===== src/design/branch_bitset_decode_regs.vh =====
// Constants for the relative jump, bit force and bit test decode block.
// Assumes the including file works on 16-bit instruction words.
`ifndef BRANCH_BITSET_DECODE_REGS_VH
`define BRANCH_BITSET_DECODE_REGS_VH

// ****************************************
// Opcode prefixes, instr[15:12]
// ****************************************
`define OPC_RELATIVE_JUMP   4'hD
`define OPC_BIT_FORCE       4'h8
`define OPC_SKIP_ON_CLEAR   4'hB
`define OPC_SKIP_ON_SET     4'hA

// ****************************************
// Field positions
// ****************************************
`define FLD_OPC_HI          15
`define FLD_OPC_LO          12
`define FLD_OFS_HI          10
`define FLD_BIT_HI          11
`define FLD_BIT_LO          9
`define FLD_BANK_FLAG       8
`define FLD_FILE_HI         7

// ****************************************
// Addressing limits
// ****************************************
`define INDEXED_LIMIT       8'h5F
`define ACCESS_SPLIT        8'h60
`define ACCESS_HIGH_BANK    4'hF

// ****************************************
// Reset values and phase timing
// ****************************************
`define PHASE_Q1            4'h1
`define PHASE_Q2            4'h2
`define PHASE_Q3            4'h4
`define PHASE_Q4            4'h8
`define PHASE_COUNT         4
`define RST_PC              21'h000000
`define RST_ADDR            12'h000
`define RST_BYTE            8'h00

`endif


===== src/design/branch_bitset_decode.v =====
// Decode and execute stage for relative jump, bit force and bit test skips.
// Assumes the core presents the fetched word and incremented PC at each Q1,
// and that data memory answers a read within the same clock in which memRd_r is high.
`timescale 1ns/1ps
`include "branch_bitset_decode_regs.vh"

module branch_bitset_decode #(
  parameter ADDR_W = 12,
  parameter PC_W   = 21
) (
  input  wire              clk,
  input  wire              rst,
  input  wire [15:0]       instrWord,
  input  wire [PC_W-1:0]   pcIncr,
  input  wire [3:0]        bankSelect,
  input  wire              extEnable,
  input  wire [ADDR_W-1:0] indexBase,
  input  wire [7:0]        memRdData,
  output reg  [3:0]        phase_r,
  output reg  [PC_W-1:0]   pcNext_r,
  output reg               pcLoad_r,
  output reg  [ADDR_W-1:0] memAddr_r,
  output reg               memRd_r,
  output reg  [7:0]        memWrData_r,
  output reg               memWr_r,
  output reg               fetchDiscard_r,
  output reg               nopCycle_r,
  output reg               indexed_r
);

  // ****************************************
  // States and operation classes
  // ****************************************
  localparam ST_EXEC = 2'b01;
  localparam ST_NOP  = 2'b10;

  localparam OP_NONE = 4'b0000;
  localparam OP_JUMP = 4'b0001;
  localparam OP_BSET = 4'b0010;
  localparam OP_SKC  = 4'b0100;
  localparam OP_SKS  = 4'b1000;

  reg [1:0]        state_r;
  reg [1:0]        state_nxt;
  reg [3:0]        op_r;
  reg [3:0]        opDecode;
  reg [15:0]       instr_r;
  reg [PC_W-1:0]   pcBase_r;
  reg [7:0]        data_r;
  reg              nopPending_r;

  wire [ADDR_W-1:0] resolvedAddr;
  wire              indexedMode;
  wire [2:0]        bitSel;
  wire [7:0]        bitMask;
  wire              bitValue;
  wire [PC_W-1:0]   jumpOffset;
  wire              skipTaken;

  // ****************************************
  // Address resolution
  // ****************************************
  file_addr_resolve #(
    .ADDR_W (ADDR_W)
  ) file_addr_resolve_inst (
    .fileAddr     (instrWord[`FLD_FILE_HI:0]),
    .bankFlag     (instrWord[`FLD_BANK_FLAG]),
    .bankSelect   (bankSelect),
    .extEnable    (extEnable),
    .indexBase    (indexBase),
    .resolvedAddr (resolvedAddr),
    .indexedMode  (indexedMode)
  );

  // ****************************************
  // Decode
  // ****************************************
  always @* begin
    case (instrWord[`FLD_OPC_HI:`FLD_OPC_LO])
      `OPC_RELATIVE_JUMP: opDecode = OP_JUMP;
      `OPC_BIT_FORCE:     opDecode = OP_BSET;
      `OPC_SKIP_ON_CLEAR: opDecode = OP_SKC;
      `OPC_SKIP_ON_SET:   opDecode = OP_SKS;
      default:            opDecode = OP_NONE;
    endcase
  end

  assign bitSel   = instr_r[`FLD_BIT_HI:`FLD_BIT_LO];
  assign bitValue = |(data_r & bitMask);

  // ****************************************
  // Bit mask, one select per data bit
  // ****************************************
  genvar bitIdx;
  generate
    for (bitIdx = 0; bitIdx < 8; bitIdx = bitIdx + 1) begin : gen_mask
      assign bitMask[bitIdx] = ({29'h0, bitSel} == bitIdx);
    end
  endgenerate

  // Offset counts words, so doubling lands on byte addresses
  assign jumpOffset = {{(PC_W-12){instr_r[`FLD_OFS_HI]}},
                       instr_r[`FLD_OFS_HI:0], 1'b0};
  assign skipTaken = ((op_r == OP_SKC) && !bitValue) ||
                     ((op_r == OP_SKS) && bitValue);

  // ****************************************
  // Cycle sequencing
  // ****************************************
  always @* begin
    state_nxt = state_r;
    case (state_r)
      ST_EXEC: begin
        if (phase_r == `PHASE_Q4 && nopPending_r) begin
          state_nxt = ST_NOP;
        end
      end
      ST_NOP: begin
        if (phase_r == `PHASE_Q4) begin
          state_nxt = ST_EXEC;
        end
      end
      default: state_nxt = ST_EXEC;
    endcase
  end

  // ****************************************
  // Phase ring and cycle state
  // ****************************************
  always @(posedge clk) begin
    if (rst) begin
      phase_r    <= `PHASE_Q1;
      state_r    <= ST_EXEC;
      nopCycle_r <= 1'b0;
    end else begin
      // Four-phase enable ring, one phase per clock
      case (phase_r)
        `PHASE_Q1, `PHASE_Q2, `PHASE_Q3, `PHASE_Q4: begin
          phase_r <= {phase_r[2:0], phase_r[3]};
        end
        // A corrupted ring restarts at Q1 instead of stalling for good
        default: begin
          phase_r <= `PHASE_Q1;
        end
      endcase
      state_r    <= state_nxt;
      nopCycle_r <= (state_nxt == ST_NOP);
    end
  end

  // ****************************************
  // Decode registers and datapath
  // ****************************************
  always @(posedge clk) begin
    if (rst) begin
      op_r           <= OP_NONE;
      instr_r        <= 16'h0000;
      pcBase_r       <= `RST_PC;
      data_r         <= `RST_BYTE;
      nopPending_r   <= 1'b0;
      pcNext_r       <= `RST_PC;
      pcLoad_r       <= 1'b0;
      memAddr_r      <= `RST_ADDR;
      memRd_r        <= 1'b0;
      memWrData_r    <= `RST_BYTE;
      memWr_r        <= 1'b0;
      fetchDiscard_r <= 1'b0;
      indexed_r      <= 1'b0;
    end else begin
      pcLoad_r       <= 1'b0;
      memRd_r        <= 1'b0;
      memWr_r        <= 1'b0;
      fetchDiscard_r <= 1'b0;
      case (phase_r)
        `PHASE_Q1: begin
          nopPending_r <= 1'b0;
          if (state_r == ST_EXEC) begin
            op_r      <= opDecode;
            instr_r   <= instrWord;
            pcBase_r  <= pcIncr;
            memAddr_r <= resolvedAddr;
            indexed_r <= indexedMode;
            memRd_r   <= (opDecode != OP_NONE) && (opDecode != OP_JUMP);
          end else begin
            // Discarded word is never decoded
            op_r <= OP_NONE;
          end
        end
        `PHASE_Q2: begin
          data_r <= memRdData;
        end
        `PHASE_Q3: begin
          if (op_r == OP_BSET) begin
            memWrData_r <= data_r | bitMask;
            memWr_r     <= 1'b1;
          end
          if (op_r == OP_JUMP) begin
            pcNext_r     <= pcBase_r + jumpOffset;
            pcLoad_r     <= 1'b1;
            fetchDiscard_r <= 1'b1;
            nopPending_r <= 1'b1;
          end
          if (skipTaken) begin
            fetchDiscard_r <= 1'b1;
            nopPending_r   <= 1'b1;
          end
        end
        `PHASE_Q4: begin
          op_r <= op_r;
        end
        default: begin
          // Ring is being restarted; nothing half-done may execute
          op_r <= OP_NONE;
        end
      endcase
    end
  end

endmodule


===== src/design/file_addr_resolve.v =====
// File register address resolution for byte and bit oriented operands.
// Assumes bank select and index base are stable during the decode phase.
`timescale 1ns/1ps
`include "branch_bitset_decode_regs.vh"

module file_addr_resolve #(
  parameter ADDR_W = 12
) (
  input  wire [7:0]        fileAddr,
  input  wire              bankFlag,
  input  wire [3:0]        bankSelect,
  input  wire              extEnable,
  input  wire [ADDR_W-1:0] indexBase,
  output reg  [ADDR_W-1:0] resolvedAddr,
  output reg               indexedMode
);

  always @* begin
    indexedMode  = 1'b0;
    resolvedAddr = {ADDR_W{1'b0}};
    if (bankFlag) begin
      resolvedAddr = {bankSelect, fileAddr};
    end else if (extEnable && (fileAddr <= `INDEXED_LIMIT)) begin
      // Literal offset from the index base replaces the access bank
      indexedMode  = 1'b1;
      resolvedAddr = indexBase + {{(ADDR_W-8){1'b0}}, fileAddr};
    end else if (fileAddr < `ACCESS_SPLIT) begin
      resolvedAddr = {4'h0, fileAddr};
    end else begin
      resolvedAddr = {`ACCESS_HIGH_BANK, fileAddr};
    end
  end

endmodule


===== config.mk =====
export PLATFORM = sky130hd
export DESIGN_NAME = branch_bitset_decode
export DESIGN_NICKNAME = d
export VERILOG_FILES = /design/src/design/branch_bitset_decode.v /design/src/design/file_addr_resolve.v
export VERILOG_INCLUDE_DIRS = /design/src /design/src/design
export SDC_FILE = /design/constraint.sdc
export NUM_CORES = 1
export LEC_CHECK = 0
export BUFFER_PORTS_ARGS = -buffer_cell sky130_fd_sc_hd__buf_2
export CORE_ASPECT_RATIO = 0.5
export CORE_MARGIN = 2
export CORE_UTILIZATION = 30
export DETAILED_ROUTE_END_ITERATION = 10
export GPL_ROUTABILITY_DRIVEN = 0
export GPL_TIMING_DRIVEN = 1
export PLACE_DENSITY = 0.54
export SLEW_MARGIN = 15
export SYNTH_ARGS = -nofsm -noshare
export SYNTH_HDL_FRONTEND = slang
export SYNTH_SLANG_ARGS = --single-unit

===== constraint.sdc =====
create_clock -name clk -period 2.2 [get_ports clk]
set_input_delay 0.44 -clock clk [delete_from_list [all_inputs] [get_ports clk]]
set_output_delay 0.44 -clock clk [all_outputs]
set_load 0.05 [all_outputs]

==> results of run 1 <==
==> cell families after synthesis <==
kind of cell | after synthesis | synth area share
DFF | 99 | 0.383
AOI/OAI and AO/OA | 179 | 0.219
muxes | 5 | 0.0145
and+or+nand+nor | 246 | 0.221
xor gates and xnor gates | 23 | 0.0389
buffers and inverters | 55 | 0.0464
adders and majority gates | 31 | 0.0778
==> final timing paths <==
path | start | endpoint | slack [ps] | cells past startpoint
max | pcBase_r[1] | pcNext_r[18] | -60 | 9
min | pcIncr[1] | pcBase_r[1] | 320 | 3
max reg2reg | pcBase_r[1] | pcNext_r[18] | -60 | 9
min reg2reg | pcNext_r[20] | pcNext_r[20] | 440 | 2
==> cells in the mapped netlist, drive strengths merged (2+ instances only) <==
master,number
a2111oi,2
a211o,3
a211oi,14
a21o,8
a21oi,86
a221oi,2
a22o,2
a22oi,3
a311oi,4
a31oi,10
and2,4
and3,5
buf,10
clkbuf,24
dfxtp,99
fa,2
ha,29
inv,21
mux2i,3
mux4,2
nand2,131
nand2b,7
nand3,13
nand4,5
nor2,38
nor2b,5
nor3,18
nor3b,2
nor4,3
nor4b,4
o211ai,6
o21ai,22
o21bai,3
o22ai,5
or3,4
or4b,2
xnor2,13
xor2,10
==> critical path: cells and delay by family, from the launching register on <==
| kind | cells | cell delay [ps] |
|---|---|---|
| compound gates | 5 | 1320 |
| flops | 1 | 340 |
| fa+ha+maj | 1 | 170 |
| buf+inv | 1 | 120 |
| xor+xnor | 1 | 120 |
| simple gates | 1 | 100 |
==> metrics by stage <==
stage	instances	TNS (ps)
2_1_floorplan	638	0
3_3_place_gp	991	-1240
3_5_place_dp	991	-2090
4_1_cts	1012	0
5_1_grt	1019	-351
6_report	1019	-60.0
==> registers in the layout, summed over array words and instances (netlist names), 4 cells and up <==
signal       cells
pcBase_r        21
pcNext_r        21
instr_r         12
memAddr_r       12
data_r           8
memWrData_r      8
op_r             4
phase_r          4
==> power by group <==
part / switching, mW / leakage, nW / total, mW / internal, mW
combinational: 0.834 / 2.04 / 1.41 / 0.573
sequential: 0.101 / 0.811 / 2.02 / 1.92
clock: 0.739 / 0.158 / 1.75 / 1.01
total: 1.67 / 3.00 / 5.18 / 3.50
==> cell usage in the layout, fill, tap and decap left out, types with 13 or more instances in the layout <==
cell type | synthesis | layout
sky130_fd_sc_hd__nand2_1 | 131 | 131
sky130_fd_sc_hd__buf_2 | 5 | 114
sky130_fd_sc_hd__dfxtp_1 | 99 | 90
sky130_fd_sc_hd__a21oi_1 | 86 | 80
sky130_fd_sc_hd__buf_4 | 3 | 54
sky130_fd_sc_hd__nor2_1 | 38 | 38
sky130_fd_sc_hd__inv_1 | 21 | 21
sky130_fd_sc_hd__ha_1 | 29 | 19
sky130_fd_sc_hd__nor3_1 | 16 | 15
sky130_fd_sc_hd__o21ai_0 | 21 | 14
sky130_fd_sc_hd__nand3_1 | 13 | 13
==> routing by layer <==
layer  vias to the layer above  global-route usage  share of wire
met5                         -                   0              0
met4                         0              0.0411          0.012
met3                        12              0.0374          0.036
met2                        80               0.270           0.46
met1                      2390               0.213           0.49
li1                       2548                   -              -
==> cell type report <==
| cell class | instances | share of cell area |
|---|---|---|
| Clock inverter | 6 | 0.0138 |
| Sequential cell | 99 | 0.290 |
| Clock buffer | 10 | 0.0333 |
| Tap cell | 227 | 0.0413 |
| Timing Repair Buffer | 172 | 0.150 |
| Multi-Input combinational cell | 484 | 0.461 |
| Inverter | 21 | 0.0115 |
==> repair_timing <==
item / 4_1_cts / 5_1_grt
setup buffers: 5 / 8
resized for setup: 17 / 38
endpoints found under the setup margin: 11 / 16
endpoints found under the hold margin: 0 / 0
pin swaps: 8 / 28
==> impl_summary.md, run 1 <==
Synth
The post-synthesis instance area is 5180 um^2. The synthesized area per cell is 8.12 um^2. After synthesis, the netlist uses 65 different library cells.

By area the synthesized netlist is led by sky130_fd_sc_hd__dfxtp_1 38%, sky130_fd_sc_hd__nand2_1 9.5%, sky130_fd_sc_hd__a21oi_1 8.3%. After synthesis, the share of flip-flops with an asynchronous set or reset is 0. The most used flip-flop cell after synthesis is sky130_fd_sc_hd__dfxtp_1. The synthesized instance count is 638. Summed over all instances, the cell type with the most area after synthesis is sky130_fd_sc_hd__dfxtp_1. The sequential fraction of the synthesis area is 0.383. The number of warnings issued by yosys is 0.

The number of nets in the synthesized netlist is 733. Of the post-synthesis cell area, the dominant cell type holds 0.383. The number of synthesized flops with an enable pin is 0. The number of synthesized register bits is 99.

Die
The x dimension of the die is 190 um. The die height is 96.9 um. Pin placement for this block handled 115 I/O pins. The core outline area is 16600 um^2. For this configuration, the core starts out at a cell density of 0.311. The total die area is 18400 um^2.

The row count is 33.

Place
Summing all placed instances gives a cell area of 6230 um^2. The number of buffers added on ports is 114. After legalization and detailed placement, the total HPWL measured 11200 um.

Timing analysis after detailed placement gives a worst setup slack of -333 ps.

Run
The number of max-cap violations is 0.

Detailed routing
The number of search-and-repair iterations in the first detailed-routing pass is 7. After detailed routing, the average wire length per cell comes to 14.5 um. The number of violations reported at the end of detailed-routing iteration 0 is 208. For this run, design rule violations remaining after detail routing come to 0. The via total after detailed routing is 5030. Dividing the detail-routed via count by the number of cells gives 4.94. In this run the remaining antenna-violating nets after routing total 0. The wire length reported by the detailed router is 14800 um.

Pwr
Summed over all cells, the static leakage comes to 3.00 nW. IR analysis of the VDD net gives a maximum drop of 0.000458 V. Summing internal, switching and leakage power gives 5.18 mW. For this design the ratio of total power to cell area is 752 nW/um^2.

Cells and area
The area growth from synthesis to layout is 32.8%. The repair_antennas step left the layout with diodes totalling 0. The fraction of layout cells with a size suffix above 1 is 0.309. Measured on the finished design, the core utilization comes to 0.414. Across the whole layout, storage elements account for 1990 um^2. Fill cells in the final layout number 1722. The post-layout instance area is 6880 um^2.

The final net count is 882. The area of the multi-input gates is 3170 um^2.

GRT
The largest net degree at the start of global routing is 49. The first-pass GRT wire length is 24300 um. The number of global-route vias before repair came to 4998. The number of antenna violations at the first check in global routing is 0. For this run, the total global-route usage over all layers was measured as 0.163. The total congestion overflow is 0.

Status
The checks that failed: setup timing. The run finished, with violations left.

Worst setup path
The critical path goes through ha_4 > buf_6 > a211oi_4 > o211ai_1 > a221oi_2 > nor3_2 > a311oi_2 > xnor2_1 > a22o_1. For this run, the slowest stage of the critical path takes 390 ps. The sort of element at the start of the critical path is a flip-flop. The largest fanout on the critical path is 2. At the worst endpoint, the arrival time is 2500 ps. The slowest stage of the critical path is the sky130_fd_sc_hd__a221oi_2 cell. The type of destination of the critical path is a flip-flop. The required arrival time at the worst endpoint is 2440 ps. The worst setup path is of the flip-flop to flip-flop kind.

Clock network
Counting the buffers created by CTS gives 9. The buffer cell driving the clock tree root is sky130_fd_sc_hd__clkbuf_16. The clock net sink count is 99.

The clock passes through at most 2 buffers. The hold buffer count at CTS is 0. The later pin in the worst-skew pair is clocked with a latency of 350 ps.

After clock tree synthesis, the clock-pin slew on the worst setup and hold paths is 80 ps. The H-tree level count is 3. TritonCTS built the clock tree.

STA
Of the available clock period, the critical path in the final layout requires 1.03. The number of failing hold endpoints at the final stage is 0. The minimum clock period after layout is 2260 ps. The clock arrives with 12.3 ps of skew. The worst pin sits at a relative slew slack of 0.641. Across all hold checks on the routed design, the worst slack comes to 319 ps. At the pin with the least slew margin, the transition time is 532 ps. The highest clock frequency the design can meet is 442 MHz. The final-report max-slew violation count is 0.

The count of final setup violators is 1. Once routing completed, OpenROAD measured the worst setup slack at -60.0 ps. Setup repair after global routing could not meet its margin everywhere.

Min path
The min-delay analysis places its worst path in the category input pin to flip-flop.
Note: power is estimated with default switching activity, not from simulation.
==> run 2, diff against run 1 <==
--- a/config.mk
+++ b/config.mk
@@ -13,6 +13,7 @@
 export DETAILED_ROUTE_END_ITERATION = 10
 export GPL_ROUTABILITY_DRIVEN = 0
 export GPL_TIMING_DRIVEN = 1
+export MAX_ROUTING_LAYER = met4
 export PLACE_DENSITY = 0.54
 export SLEW_MARGIN = 15
 export SYNTH_ARGS = -nofsm -noshare
==> impl_summary.md, run 2 (synthesized netlist as in run 1, its figures left out) <==
GRT
The number of antenna violations at the first check in global routing was 0 (unchanged). The first-pass GRT wire length is 24300 um (-0.20%). The number of global-route vias before repair is 5010 (+0.24%). The largest net degree at the start of global routing is 49 (unchanged). The total congestion overflow was 0 (unchanged). The total routing usage reported by global routing is 0.167 (+0.00426).

Cells and area
The commonest non-fill, non-tap cell in the layout is sky130_fd_sc_hd__nand2_1. The area of the multi-input gates is 3170 um^2 (unchanged). The largest registers in the layout are pcBase_r (21), pcNext_r (21).

The final net count came to 880 (-0.23%). The fraction of layout cells with a size suffix above 1 is 0.308 (-0.00175). The library cells used most frequently in the layout, excluding fill and tap cells, are 131 x sky130_fd_sc_hd__nand2_1, 114 x sky130_fd_sc_hd__buf_2, 90 x sky130_fd_sc_hd__dfxtp_1.

The filler cell count is 1722 (unchanged). Compared with the post-synthesis result, the final layout area differs by 32.6%. The storage element area is 2000 um^2 (+0.13%).

The total inserted antenna cells is 0 (unchanged).

Detailed routing
The residual antenna-violating net count after detailed routing was 0 (unchanged). The vias per cell was 4.92 (-0.24%). The number of search-and-repair iterations in the first detailed-routing pass is 4 (-3).

The wire length reported by the detailed router was 14800 um (about the same). The count of unresolved DRC violations after routing is 0 (unchanged). The number of violations reported at the end of detailed-routing iteration 0 is 215 (+3.4%). The post-detailed-route wirelength per cell is 14.5 um (+0.20%). The via total after detailed routing is 5008 (-0.44%).

Pwr
The total power is 5.18 mW (about the same). The worst-case vdd ir drop is 0.000455 V (-0.70%). The leakage power total is 2.99 nW (-0.34%). The power per cell area came to 754 nW/um^2 (+0.23%).

Status
The flow ran to the end, but the final reports show violations. The checks that failed: setup timing.

Die
The row count is 33 (unchanged). The die height is 96.9 um (unchanged). The x dimension of the die is 190 um (unchanged). The I/O pin total is 115 (unchanged).

The core outline area is 16600 um^2 (unchanged). The total die area is 18400 um^2 (unchanged). The initial core utilization is 0.311 (unchanged).

STA
The post-route worst setup slack was -70.7 ps (-10.8 ps). The worst slew margin relative to its limit was 0.632 (-0.00849). The highest clock frequency the design can meet is 440 MHz (-0.47%). The number of failing hold endpoints at the final stage is 0 (unchanged). The post-route clock skew is 13.3 ps (+0.969 ps). The count of final setup violators is 1 (unchanged). Setup repair after global routing could not meet its margin everywhere. The final-report max-slew violation count is 0 (unchanged). The share of the cycle needed by the critical path after routing came to 1.03 (+0.00490). The transition time of the tightest slew-check pin is 544 ps (+12.6 ps). The minimum clock period after layout is 2270 ps (+10.8 ps).

Worst setup path
Walking the worst path, the cells encountered are ha_4 > buf_6 > a211oi_4 > o211ai_1 > a221oi_2 > nor3_2 > a311oi_2 > xnor2_1 > a22o_1. The data arrival at the endpoint of the critical path is 2510 ps (about the same). The sum of buffers and inverters on the critical path came to 1 (unchanged). The master of the slowest instance on the critical path is sky130_fd_sc_hd__a221oi_2. The cell family contributing the most delay on the critical path is compound AO/OA/AOI/OAI gates. The required arrival time at the worst endpoint is 2440 ps (about the same). The worst setup path is launched from a flip-flop. The largest fanout on the critical path is 2 (unchanged). STA classifies the critical path endpoint as a flip-flop.

The delay of the slowest cell on the worst path is 400 ps (about the same). The classification of the worst setup path is flip-flop to flip-flop.

Run
The number of max-cap violations was 0 (unchanged).

Place
The setup slack after placement is -333 ps (unchanged). The number of buffers added on ports is 114 (unchanged). The detailed placement HPWL is 11200 um (unchanged).

Clock network
The buffer cell driving the clock tree root is sky130_fd_sc_hd__clkbuf_16. TritonCTS built the clock tree. The clock net sink count is 99 (unchanged).

The clock latency at the later pin of the worst-skew pair is 350 ps (about the same). The H-tree level count is 3 (unchanged). The clock slew seen by the registers of the worst setup and hold paths is 80 ps (about the same). The number of buffers added by the clock tree synthesis step is 9 (unchanged). The maximum count of clock buffers along a single path is 2 (unchanged).

Min path
In this run the worst hold path is classified as input pin to flip-flop.
## run 2: changes by cell type in the layout (fill, tap and decap cells not counted)
cell	before	now
sky130_fd_sc_hd__buf_4	54	52
sky130_fd_sc_hd__dfxtp_4	0	1
sky130_fd_sc_hd__dfxtp_2	9	8
## run 2: worst paths after layout
check | slack (ps) | startpoint | endpoint | depth (start not counted)
max | -70 | pcBase_r[1] | pcNext_r[18] | 9
min | 320 | pcIncr[1] | pcBase_r[1] | 3
max reg2reg | -70 | pcBase_r[1] | pcNext_r[18] | 9
min reg2reg | 440 | pcNext_r[20] | pcNext_r[20] | 2
## run 2: layer usage
layer,track usage,vias up,wire [um]
met3,0.0316,14,431
li1,-,2544,-
met2,0.270,79,6830
met5,-,-,0
met4,0.0429,0,182
met1,0.215,2371,7340
## run 2: what timing repair did
action                                 in CTS  in global routing
endpoints found under the hold margin       0                  0
pin swaps                                   8                 28
resized for setup                          17                 39
hold buffers                                0                  0
setup endpoints to repair                  11                 16
setup buffers                               5                  6
## run 2: report_power, final
group | switching [mW] | internal [mW]
combinational | 0.834 | 0.568
clock | 0.746 | 1.01
sequential | 0.100 | 1.92
total | 1.68 | 3.50
## run 2: cell type report
class                   instances  area share
well taps                     227      0.0413
clock buffers                  10      0.0333
clock inverters                 6      0.0138
inverters                      21      0.0115
repair buffers                170       0.148
multi-input cells             484       0.462
flip-flops and latches         99       0.290
## run 2: tightest hold or removal path: stages
cell	delay [ps]
sky130_fd_sc_hd__buf_2	90
sky130_fd_sc_hd__nand2_1	50
sky130_fd_sc_hd__a21oi_1	50
## run 2: stage by stage
stage | instance area [um^2] | hold slack [ps] | TNS, ps | util | std cells
floorplan | 5180 | 432 | 0 | - | 638
global placement | 6230 | 433 | -1240 | 0.375 | 991
detailed placement | 6230 | 443 | -2090 | 0.375 | 991
CTS | 6670 | 322 | 0 | 0.401 | 1012
global route | 6870 | 322 | -379 | 0.413 | 1017
finish | 6870 | 317 | -70.7 | 0.413 | 1017
==> run 3, diff against run 2 <==
--- a/config.mk
+++ b/config.mk
@@ -14,7 +14,7 @@
 export GPL_ROUTABILITY_DRIVEN = 0
 export GPL_TIMING_DRIVEN = 1
 export MAX_ROUTING_LAYER = met4
-export PLACE_DENSITY = 0.54
+export PLACE_DENSITY = 0.52
 export SLEW_MARGIN = 15
 export SYNTH_ARGS = -nofsm -noshare
 export SYNTH_HDL_FRONTEND = slang
==> impl_summary.md, run 3 (synthesized netlist as in run 1, its figures left out) <==
Status
The run finished, with violations left. The checks that failed: setup timing.

STA
The number of failing hold endpoints at the final stage is 0 (unchanged). The share of the cycle needed by the critical path after routing came to 1.03 (+0.00155). Setup repair after global routing could not meet its margin everywhere.

The worst slew margin relative to its limit is 0.667 (+0.0344). The highest clock frequency the design can meet came to 440 MHz (-0.15%). The transition time of the tightest slew-check pin is 493 ps (-51.0 ps).

The count of final setup violators came to 4 (+3). The final-report max-slew violation count is 0 (unchanged). The post-route worst setup slack is -74.1 ps (-3.42 ps). The post-route clock skew came to 12.1 ps (-1.18 ps). The minimum clock period after layout is 2270 ps (+3.42 ps).

Die
The initial core utilization is 0.311 (unchanged). The die height is 96.9 um (unchanged). The x dimension of the die is 190 um (unchanged). The row count is 33 (unchanged).

The core outline area is 16600 um^2 (unchanged). The total die area is 18400 um^2 (unchanged). The I/O pin total is 115 (unchanged).

Clock network
The maximum count of clock buffers along a single path came to 2 (unchanged). The number of buffers added by the clock tree synthesis step was 9 (unchanged). CTS placed an instance of sky130_fd_sc_hd__clkbuf_16 at the clock tree root.

The H-tree level count is 3 (unchanged). The CTS tree is built. The clock net sink count was 99 (unchanged). The clock latency at the later pin of the worst-skew pair is 350 ps (about the same). The clock slew seen by the registers of the worst setup and hold paths came to 80 ps (about the same).

Min path
The cell count of the worst hold path is 3 (unchanged). The classification of the worst-slack hold path is input pin to flip-flop.

GRT
The total congestion overflow came to 0 (unchanged). The total routing usage reported by global routing is 0.168 (+0.000814). The number of antenna violations at the first check in global routing was 0 (unchanged). The number of global-route vias before repair came to 4813 (-3.9%). The largest net degree at the start of global routing is 49 (unchanged). The first-pass GRT wire length is 24300 um (unchanged).

Pwr
The total power came to 4.96 mW (-4.3%). The leakage power total is 3.00 nW (+0.10%). The power per cell area is 728 nW/um^2 (-3.5%). The worst-case vdd ir drop is 0.000328 V (-28%).

Cells and area
The fraction of layout cells with a size suffix above 1 is 0.308 (unchanged). The filler cell count is 1730 (+0.46%). The final net count is 880 (unchanged). The library cell used most frequently in the layout, excluding fill and tap cells, is sky130_fd_sc_hd__nand2_1. The post-layout instance area was 6820 um^2 (-0.76%). The area growth from synthesis to final layout is 31.6%.

The total inserted antenna cells came to 0 (unchanged). The non-filler instance count after layout came to 1017 (unchanged). In the layout the commonest cells are 130 x sky130_fd_sc_hd__nand2_1, 114 x sky130_fd_sc_hd__buf_2, 87 x sky130_fd_sc_hd__dfxtp_1. The largest registers in the layout are pcBase_r (21), pcNext_r (21).

Place
The number of buffers added on ports came to 114 (unchanged). The post-placement cell count came to 997 (+0.61%). The cell area reported after detailed placement is 6280 um^2 (+0.72%). The detailed placement HPWL was 11200 um (+0.56%).

Detailed routing
The post-detailed-route wirelength per cell is 14.6 um (+0.52%). The number of search-and-repair iterations in the first detailed-routing pass is 4 (unchanged). The wire length reported by the detailed router is 14900 um (+0.52%). The vias per cell was 4.91 (-0.20%). The residual antenna-violating net count after detailed routing is 0 (unchanged).

The number of violations reported at the end of detailed-routing iteration 0 is 194 (-9.8%). The via total after detailed routing is 4998 (-0.20%). The count of unresolved DRC violations after routing was 0 (unchanged).

Worst setup path
Broken down by cell family, the worst path's largest delay share belongs to compound AO/OA/AOI/OAI gates. The worst reg2reg path depth is 9 (unchanged). The required arrival time at the worst endpoint is 2490 ps (+50 ps). The data arrival at the endpoint of the critical path is 2560 ps (+50 ps).

The sum of buffers and inverters on the critical path came to 1 (unchanged). The number of logic stages on the critical path including buffering is 9 (unchanged). The largest fanout on the critical path is 3 (+1). The slowest stage of the critical path is the sky130_fd_sc_hd__fa_2 cell. The sort of element at the start of the critical path is a flip-flop. Walking the worst path, the cells encountered are ha_4 > fa_2 > a21oi_4 > o21ai_2 > o211ai_1 > a41oi_2 > buf_4 > a211o_1 > nand3_1. The delay of the slowest cell on the worst path came to 380 ps (-20 ps). STA classifies the critical path endpoint as a flip-flop. The critical path is of the flip-flop to flip-flop type.

Run
The number of max-cap violations is 0 (unchanged).
run 3: cell types whose count changed in the layout (fill, tap and decap cells not counted), moves of 2 or more:
cell and change:
sky130_fd_sc_hd__dfxtp_1 -3, sky130_fd_sc_hd__buf_6 -2, sky130_fd_sc_hd__ha_4 -2, sky130_fd_sc_hd__ha_2 -3
sky130_fd_sc_hd__buf_4 +2, sky130_fd_sc_hd__dfxtp_2 +2, sky130_fd_sc_hd__bufinv_16 -2, sky130_fd_sc_hd__o21ai_2 -2
sky130_fd_sc_hd__ha_1 +5
run 3: through the flow:
step / TNS (ps) / worst slack (ps) / utilization / hold WS [ps]
CTS: 0 / 0.705 / 0.401 / 316
detailed placement: -1930 / -248 / 0.377 / 444
global placement: -1410 / -207 / 0.377 / 435
global route: -773 / -194 / 0.410 / 326
finish: -182 / -74.1 / 0.410 / 329
floorplan: 0 / 15.0 / - / 432
run 3: layer usage:
layer | track usage | routed length, um | vias to the layer above
li1 | - | - | 2550
met1 | 0.227 | 7470 | 2364
met2 | 0.261 | 6780 | 76
met3 | 0.0298 | 495 | 8
met4 | 0.0382 | 108 | 0
met5 | - | 0 | -
run 3: worst paths after layout:
check,from,end,slack [ps]
worst max-delay path,pcBase_r[1],pcNext_r[17],-70
worst min-delay path,pcIncr[13],pcBase_r[13],330
worst max register to register,pcBase_r[1],pcNext_r[17],-70
worst min register to register,pcNext_r[6],pcNext_r[6],450
run 3: cell type report:
type                       instances  area [um^2]  area share
clock buffer                       9          225      0.0330
inverter                          21         78.8      0.0116
sequential                        99         2000       0.294
multi-input combinational        484         3160       0.464
timing repair buffer             170         1010       0.148
clock inverter                     7         60.1     0.00881
tap                              227          284      0.0417
run 3: power by group:
group	switching (mW)	internal [mW]
combinational	0.829	0.562
clock	0.756	0.789
sequential	0.102	1.92
run 3: worst register-to-register path, stage by stage (launching register included):
cell and delay [ps]:
sky130_fd_sc_hd__dfxtp_2 350, sky130_fd_sc_hd__ha_4 170, sky130_fd_sc_hd__fa_2 380, sky130_fd_sc_hd__a21oi_4 170
sky130_fd_sc_hd__o21ai_2 90, sky130_fd_sc_hd__o211ai_1 340, sky130_fd_sc_hd__a41oi_2 220, sky130_fd_sc_hd__buf_4 180
sky130_fd_sc_hd__a211o_1 250, sky130_fd_sc_hd__nand3_1 60
run 3: repair_timing:
| item | CTS | global route |
|---|---|---|
| setup buffers | 3 | 1 |
| gates resized for setup | 22 | 32 |
| hold buffers | 0 | 0 |
| endpoints found under the setup margin | 11 | 15 |
| endpoints found under the hold margin | 0 | 0 |
| pin swaps | 14 | 19 |
